$ cat src/watchdog_regs.svh
// Purpose: register offsets, fields, reset values and timing for the watchdog
// Assumes: 8-bit register port at the documented offset
// Notes: included by bare name
`ifndef WATCHDOG_REGS_SVH
`define WATCHDOG_REGS_SVH
`define WDG_CTRL_ADDR 8'hE6
`define WDG_CTRL_RESET 8'h00
`define WDG_BIT_ENABLE 7
`define WDG_BIT_OVERFLOW_RESET_ENABLE 6
`define WDG_BIT_IRQEN 5
`define WDG_BIT_CLEAR 4
`define WDG_PS_MSB 3
`define WDG_PS_MAX 4'hC
`define WDG_HALF_COUNT 11'h3FF
`define WDG_FULL_COUNT 11'h7FF
`define WDG_RING_HZ 32000
`define WDG_CLK_MHZ 250
`endif

$ cat src/watchdog_pkg.sv
// Purpose: shared types for the watchdog
// Assumes: nothing
// Notes: constants live in watchdog_regs.svh
package watchdog_pkg;
  typedef struct packed {
    logic enable;
    logic reset_en;
    logic irq_en;
    logic clear;
    logic [3:0] prescale;
  } watchdog_control_t;
  typedef enum logic [0:0] {
    ST_IDLE = 1'b0,
    ST_RUN = 1'b1
  } wdg_state_t;
endpackage : watchdog_pkg

$ cat src/watchdog_prescaler.sv
// Purpose: turns the selected tick source into a counter advance pulse
// Assumes: src_tick is high in each system clock cycle that counts as a source tick
// Notes: division is 2^code, code zero passes every tick
`timescale 1ns/1ps
`default_nettype none
module watchdog_prescaler
#(
  parameter int DIV_WIDTH = 24
)
(
  input wire logic clock,
  input wire logic sys_rst,
  input wire logic restart,
  input wire logic src_tick,
  input wire logic [3:0] code,
  output logic adv_tick
);
  logic [DIV_WIDTH-1:0] div_q;
  logic [DIV_WIDTH-1:0] limit;
  wire hit = (div_q == limit);
  // limit is 2^code - 1
  assign limit = (DIV_WIDTH'(1) << code) - DIV_WIDTH'(1);
  assign adv_tick = src_tick && hit;
  // divider counts source ticks
  always_ff @(posedge clock or posedge sys_rst)
  begin
    if (sys_rst)
      div_q <= '0;
    else if (restart || (src_tick && hit))
      div_q <= '0;
    else if (src_tick)
      div_q <= div_q + DIV_WIDTH'(1);
  end
endmodule : watchdog_prescaler
`default_nettype wire

$ cat src/watchdog_timer_11bit.sv
// Purpose: 11-bit watchdog with half-count interrupt and overflow reset
// Assumes: ring_tick is a 32 kHz ring oscillator tick synchronous to clock
// Notes: in stop mode the ring source keeps the counter running
// Overview of operation
// - reset clears the control register to zero
// - writing enable one clears and restarts counter
// - bit six allows overflow system reset
// - bit five allows half-count interrupt
// - writing bit four clears counter top bit
// - ring control bit six picks counter clock
// - prescale code sets time-out length
// - counter counts up, interrupt at 0x3FF
// - without reset, overflow wraps counter to zero
// - pending flag clears when interrupt is served
// - ring-clocked interrupt releases stop mode
// - ring-clocked counter runs and resets in stop
// - overflow asserts system reset at once
// - interrupt first, reset later unless cleared
`timescale 1ns/1ps
`default_nettype none
`include "watchdog_regs.svh"
module watchdog_timer_11bit
#(
  parameter int DIV_WIDTH = 24
)
(
  input wire logic clock,
  input wire logic sys_rst,
  input wire logic [7:0] reg_addr,
  input wire logic reg_wr,
  input wire logic [7:0] reg_wdata,
  output logic [7:0] reg_rdata,
  input wire logic ring_osc_control_sel,
  input wire logic ring_tick,
  input wire logic stop_mode,
  input wire logic irq_ack,
  output logic irq_pending,
  output logic stop_release,
  output logic sys_reset_req
);
  watchdog_pkg::watchdog_control_t ctrl_q;
  watchdog_pkg::watchdog_control_t wr_val;
  watchdog_pkg::wdg_state_t state_q;
  logic [10:0] count_q;
  logic [10:0] count_d;
  logic adv_tick;
  logic irq_q;
  logic wake_q;
  logic rst_q;
  logic [7:0] rdata_q;
  // register decode
  wire ctrl_wr = reg_wr && (reg_addr == `WDG_CTRL_ADDR);
  assign wr_val = watchdog_pkg::watchdog_control_t'(reg_wdata);
  wire enable_wr = ctrl_wr && wr_val.enable;
  wire clear_wr = ctrl_wr && wr_val.clear;
  // source: system clock every cycle or ring tick; ring runs in stop
  wire src_tick = ring_osc_control_sel ? ring_tick
                  : !stop_mode;
  wire running = (state_q == watchdog_pkg::ST_RUN);
  wire adv = running && adv_tick && !enable_wr;
  wire at_half = adv && (count_q == `WDG_HALF_COUNT - 11'h001);
  wire at_ovf = adv && (count_q == `WDG_FULL_COUNT);
  watchdog_prescaler #(.DIV_WIDTH(DIV_WIDTH)) u_prescaler
  (
    .clock(clock),
    .sys_rst(sys_rst),
    .restart(enable_wr),
    .src_tick(src_tick),
    .code(ctrl_q.prescale),
    .adv_tick(adv_tick)
  );
  // next count: restart, top-bit clear, or advance with wrap
  always_comb
  begin
    count_d = count_q;
    if (enable_wr)
      count_d = 11'h000;
    else if (adv)
      count_d = count_q + 11'h001;
    if (clear_wr)
      count_d[10] = 1'b0;
  end
  // control register; clear bit never stored
  always_ff @(posedge clock or posedge sys_rst)
  begin
    if (sys_rst)
      ctrl_q <=
        watchdog_pkg::watchdog_control_t'(`WDG_CTRL_RESET);
    else if (ctrl_wr)
      ctrl_q <= {wr_val.enable, wr_val.reset_en, wr_val.irq_en, 1'b0,
                 wr_val.prescale};
  end
  // run state follows enable bit
  always_ff @(posedge clock or posedge sys_rst)
  begin
    if (sys_rst)
      state_q <= watchdog_pkg::ST_IDLE;
    else
      case (state_q)
        watchdog_pkg::ST_IDLE:
          if (enable_wr)
            state_q <= watchdog_pkg::ST_RUN;
        watchdog_pkg::ST_RUN:
          if (ctrl_wr && !wr_val.enable)
            state_q <= watchdog_pkg::ST_IDLE;
        default:
          state_q <= watchdog_pkg::ST_IDLE;
      endcase
  end
  // counter
  always_ff @(posedge clock or posedge sys_rst)
  begin
    if (sys_rst)
      count_q <= 11'h000;
    else
      count_q <= count_d;
  end
  // pending flag: set wins over acknowledge
  always_ff @(posedge clock or posedge sys_rst)
  begin
    if (sys_rst)
      irq_q <= 1'b0;
    else if (at_half && ctrl_q.irq_en)
      irq_q <= 1'b1;
    else if (irq_ack)
      irq_q <= 1'b0;
  end
  // stop release pulse and overflow reset pulse
  always_ff @(posedge clock or posedge sys_rst)
  begin
    if (sys_rst)
    begin
      wake_q <= 1'b0;
      rst_q <= 1'b0;
    end
    else
    begin
      wake_q <= at_half && ctrl_q.irq_en && stop_mode
                && ring_osc_control_sel;
      rst_q <= at_ovf && ctrl_q.reset_en;
    end
  end
  // read data
  always_ff @(posedge clock or posedge sys_rst)
  begin
    if (sys_rst)
      rdata_q <= 8'h00;
    else
      rdata_q <= (reg_addr == `WDG_CTRL_ADDR) ? 8'(ctrl_q) : 8'h00;
  end
  assign reg_rdata = rdata_q;
  assign irq_pending = irq_q;
  assign stop_release = wake_q;
  assign sys_reset_req = rst_q;
endmodule : watchdog_timer_11bit
`default_nettype wire

$ cat config.mk
export PLATFORM = sky130hd
export DESIGN_NAME = watchdog_timer_11bit
export DESIGN_NICKNAME = d
export VERILOG_FILES = /design/src/watchdog_pkg.sv /design/src/watchdog_prescaler.sv /design/src/watchdog_timer_11bit.sv
export VERILOG_INCLUDE_DIRS = /design/src /design/src/src
export SDC_FILE = /design/constraint.sdc
export NUM_CORES = 1
export LEC_CHECK = 0
export BUFFER_PORTS_ARGS = -buffer_cell sky130_fd_sc_hd__buf_2
export CAP_MARGIN = 30
export CELL_PAD_IN_SITES_DETAIL_PLACEMENT = 0
export CELL_PAD_IN_SITES_GLOBAL_PLACEMENT = 1
export CORE_MARGIN = 4
export CORE_UTILIZATION = 37
export DETAILED_ROUTE_END_ITERATION = 8
export PLACE_DENSITY_LB_ADDON = 0.1
export RECOVER_POWER = 50
export SYNTH_ARGS = -nofsm -noshare
export SYNTH_HDL_FRONTEND = slang
export SYNTH_SLANG_ARGS = --single-unit
$ cat constraint.sdc
create_clock -name clock -period 5 [get_ports clock]
set_input_delay 0.25 -clock clock [delete_from_list [all_inputs] [get_ports clock]]
set_output_delay 0.25 -clock clock [all_outputs]
set_load 0.05 [all_outputs]
# After elaboration in Yosys (flattened, before gate mapping)
# Cells that the tools add are included.
[word_totals]
ramBits = 0
mem_count = 0
latch_bits = 0
output_inout_bits = 11
romBits = 0
ff_bits = 54
[op_classes]
n_bitwise = 1
shifts = 1
order_cmp = 0
reduce_logical = 21
n_mul = 0
addsub = 3
eq_ne = 4
n_mux = 12
n_div = 0
[ops]
columns = ["op", "count"]
rows = [
  ["$mux 24", 2],
  ["$add 24x1->24 const B", 1],
  ["$eq 24x24->1", 1],
  ["$shl 1x4->24 const A", 1],
  ["$sub 24x2->24 const B", 1],
  ["$mux 11", 2],
  ["$logic_and 1x1->1", 13],
  ["$add 11x1->11 const B", 1],
  ["$eq 11x10->1 const B", 1],
  ["$eq 11x11->1 const B", 1],
  ["$eq 8x8->1 const B", 1],
  ["$mux 8", 1],
  ["$mux 1", 6],
  ["$reduce_bool 2->1", 3],
  ["$logic_not 1->1", 3],
  ["$reduce_bool 3->1", 1],
  ["$pmux 1 s2", 1],
  ["$logic_or 1x1->1", 1],
  ["$not 1->1", 1],
]

# Logic depth before layout (Yosys ltp)
[logic_depth]
word_depth = 10
ltp_mapped = 12

# Cells and area by module
# A second synthesis with hierarchy kept.
[hier_totals]
cells_unflattened = 327
area_unflattened_um2 = 3030.4
[modules_own_cells]
columns = ["mod", "area_per_inst_um2", "cells_each", "n_inst"]
rows = [
  ["watchdog_prescaler", 1821.7, 219, 1],
  ["watchdog_timer_11bit", 1208.7, 108, 1],
]

# Least setup slack after synthesis
# OpenSTA, ideal clock, no wires.
[synth_path]
path_kind = "register to register"
start = "register ctrl_q[3] (netlist name)"
end = "register count_q[7]"
period_less_slack_ns = 2.719
path_slack_ns = 2.281
t_arrival_ns = 2.585
t_required_ns = 4.866
stages_incl_launch_ff = 13
cell_sequence = "dfrtp_1 > buf_6 > nor4_4 > inv_1 > ha_1 > buf_6 > and2_2 > o211a_1 > a211oi_2 > and3_2 > nand4_4 > o41ai_1 > a21oi_1"
[synth_between]
elab_chain_len = 7
[synth_rtl]
columns = ["item", "line_no", "rtl"]
rows = [
  ["start: declaration", "watchdog_timer_11bit.sv:41", "watchdog_pkg::watchdog_control_t ctrl_q;"],
  ["start signal: assignment", "watchdog_timer_11bit.sv:87", "ctrl_q <="],
  ["start signal: assignment", "watchdog_timer_11bit.sv:90", "ctrl_q <= {wr_val.enable, wr_val.reset_en, wr_val.irq_en, 1'b0,"],
  ["$shl 1x4->24", "watchdog_prescaler.sv:22", "assign limit = (DIV_WIDTH'(1) << code) - DIV_WIDTH'(1);"],
  ["$sub 24x2->24", "watchdog_prescaler.sv:22", ""],
  ["$eq 24x24->1", "watchdog_prescaler.sv:20", "wire hit = (div_q == limit);"],
  ["$logic_and 1x1->1", "watchdog_prescaler.sv:23", "assign adv_tick = src_tick && hit;"],
  ["$logic_and 1x1->1 (2 in series)", "watchdog_timer_11bit.sv:60", "wire adv = running && adv_tick && !enable_wr;"],
  ["$reduce_bool 2->1 (no line)", "-", ""],
  ["end signal: assignment", "watchdog_timer_11bit.sv:116", "count_q <= count_d;"],
  ["end: declaration", "watchdog_timer_11bit.sv:44", "logic [10:0] count_q;"],
]
# Every way passes these cells.
# A chain may end at the register's enable or synchronous reset.

# Worst setup path after layout
[layout_path]
start = "register ctrl_q[3] (netlist name)"
end = "register count_q[9]"
# Same word-level chain as after synthesis.

==> results.md <==
* Clock Latency Late Sink at 300 ps
* Synth Flop Type: dfrtp_1
* Synth Area per Inst at 9.51 sq um
* WL/cell at 14.7 um
* Synth Cell Area at 0.00305 sq mm
* DP Worst Slack at 1670 ps
* Pwr dens at 293 mW/mm^2
* Kind of end point of the critical path: flop
* Grt ovf at 0
* Synth Warn # at 0
* Period utilization at 66.8%
* Met1 usage at 20.4%
* Met2 GRT Util at 21.9%
* Global route hottest layer: met2
* Core area at 0.00789 sq mm
* Clock sink total at 52
* First-pass GRT wire length at 11300 um
* Worst setup startpoint: ctrl_q[3]
* Crit-path max FO at 23
* Area growth, synth to finish at 8.32%
* Fmax at 299 MHz
* Peak supply drop at 0.227 mV
* Chip height at 98.9 um
* Initial Util at 38.7%
* Final Total Pwr at 969 uW
* Io pins at 34
* #FFs+latches synth at 52
* DRT Wirelength at 6560 um
* Hold path start: reg_wdata[1]
* Final min period at 3340 ps
* Cell repeated most along the worst path: nor4b_2
* Crit Path Category: reg2reg
* Final Setup Violations at 0
* Setup Skew at 10.2 ps
* DRT iter0 DRCs at 96
* Clock root cell: clkbuf_8
* Fraction of layout cells with a size suffix above 1 at 17.4%
* Residual DRC at 0
* Endpoints failing hold at 0
* CTS Buf Count at 5
* Gpl congestion at 0.783
* Post-synth EDFFs at 0
* Failing checks: max-capacitance violations, max-slew violations
* Critical Path RT at 5160 ps
* Biggest area consumer among synthesized cells: dfrtp_1
* Run status: finished, violations left
* Mapped Cells at 321
* Post-DRT Antenna Nets at 0
* Fin nets at 374
* Net Count, Synth at 348
* CP max-delay cell: dfrtp_1
* Vias/cell at 5.24
* Setup bufs post-CTS at 0
* Die X at 98.9 um
* Static Leak at 0.00148 uW
* Final worst slack at 1660 ps
* Initial antenna violation count at 0
* R2r setup slk at 1660 ps
* RSZ-0062 raised after global routing: false
* Largest net degree at the start of global routing at 53
* Slew headroom at -90.3%
* FP Rows at 32
* Slew @ Worst Pin at 2850 ps
* Synth area leaders: dfrtp_1, nor2_1, xnor2_1
* Slew Limit Fails at 53
* Clock slew seen by the registers of the worst setup and hold paths at 90 ps
* Seq/Total Area, Yosys at 42.6%
* CTS HTree Levels at 2
* Ant diodes at 0
* Crit Reg-Reg Startpoint: ctrl_q[3]
* CTS tree: done
* Global-route total usage across every layer at 14.2%
* M3 GR Usage at 2.55%
* Port-buffer cells at 32
* CTS hold repair buffers at 0
* Critical path arrival at 3500 ps
* Pre-Repair DR Iteration Count at 4
* Clk buf depth at 2
* Post-synth top area share at 42.6%
* Number of global-route vias before repair at 2290
* Startpoint types: flop
* Cts repair resizes at 0
* CP max stage delay at 850 ps
* DR vias at 2341
* Post-Route Setup TNS at 0 ps
* Post-synth ARST share at 100%
* Post-DP HPWL at 4640 um
* Die area at 0.00977 sq mm
* HP Class: in2reg
* Crit-path cells: nor3_1, nand2_1, ha_1, nor4b_2, mux2i_1, nor4b_2, and3_2, nand4_4, o41ai_1, a21oi_1
* Max cap viols at 1
* Distinct cell type count after synthesis at 60
==> report_power, final <==
| group | leakage (uW) | internal (uW) | switching [uW] |
|---|---|---|---|
| sequential | 0.000699 | 454 | 62.3 |
| combinational | 0.000742 | 104 | 126 |
| clock | 0.0000359 | 90.8 | 131 |
==> worst max-delay path, delay by kind of cell, from the launching register on <==
kind,cells,cell delay (ps)
DFF,1,850
and+or+nand+nor,6,1300
adders and majority gates,1,360
muxes,1,170
AOI/OAI and AO/OA,2,520
==> registers in the layout (all words and copies together) (netlist names) <==
register,flops
ctrl_q,7
irq_pending,1
count_q,11
u_prescaler.div_q,24
sys_reset_req,1
stop_release,1
reg_rdata,7
==> final cells by class <==
| type | count | area (sq um) |
|---|---|---|
| tap | 102 | 128 |
| sequential | 52 | 1300 |
| inverter | 10 | 37.5 |
| multi-input combinational | 245 | 1610 |
| timing repair buffer | 33 | 164 |
| clock buffer | 5 | 68.8 |
| fill | 795 | 4580 |
==> path summary, 6_finish.rpt <==
kind,to,depth (start not counted)
max,count_q[9],10
min,ctrl_q[1],2
max reg2reg,count_q[9],10
min reg2reg,irq_pending,2
max in group asynchronous,ctrl_q[0],3
min in group asynchronous,count_q[6],3
==> cells in the mapped netlist, drive strengths merged, types with 4 or more instances <==
master  count
nand4b      4
xor2       14
or3         8
nand2      20
clkbuf      4
mux2        6
nand3      17
buf        10
dfrtp      52
nand4      13
xnor2      15
ha          4
nor2       43
and2       13
o21ai      14
inv        10
nor3       10
a21oi      16
and3        5
==> cells by family (layout without fill, tap and decap cells) <==
kind of cell	after synthesis	count (layout)	synth area share, %
other cells	1	1	0.123
buf+inv	24	48	4.71
compound gates	52	52	11.3
xor+xnor	29	29	8.32
fa+ha+maj	4	4	1.64
flops	52	52	42.6
simple gates	151	151	28.4
mux	8	8	2.87
==> per-layer routing <==
metal | vias up | part of all wire, %
met4 | 0 | 1.1
met5 | - | 0
met2 | 29 | 45
met3 | 7 | 3.3
met1 | 1114 | 50
li1 | 1191 | -
==> through the flow <==
step	hold WS, ps	area [sq um]	std cells	utilization, %
floorplan	363	3050	321	-
global placement	474	3240	442	41.1
detailed placement	475	3240	442	41.1
CTS	148	3310	447	42.0
global route	173	3310	447	41.9
finish	179	3310	447	41.9
==> layout by cell type, fill, tap and decap left out, types with 3 or more instances in the layout <==
cell	count
xor2_1	14
buf_2	32
nand2_1	20
nand4_1	11
and2_1	8
nor3_1	10
ha_1	4
xnor2_1	15
or3_1	8
nand4b_1	4
o41ai_1	3
clkbuf_8	5
and4_1	3
nand3_1	17
and2_2	3
inv_1	10
dfrtp_1	52
nor2_1	42
o21ai_0	13
a21oi_1	16
mux2_2	6
and3_1	4
Note: power is estimated with default switching activity, not from simulation.
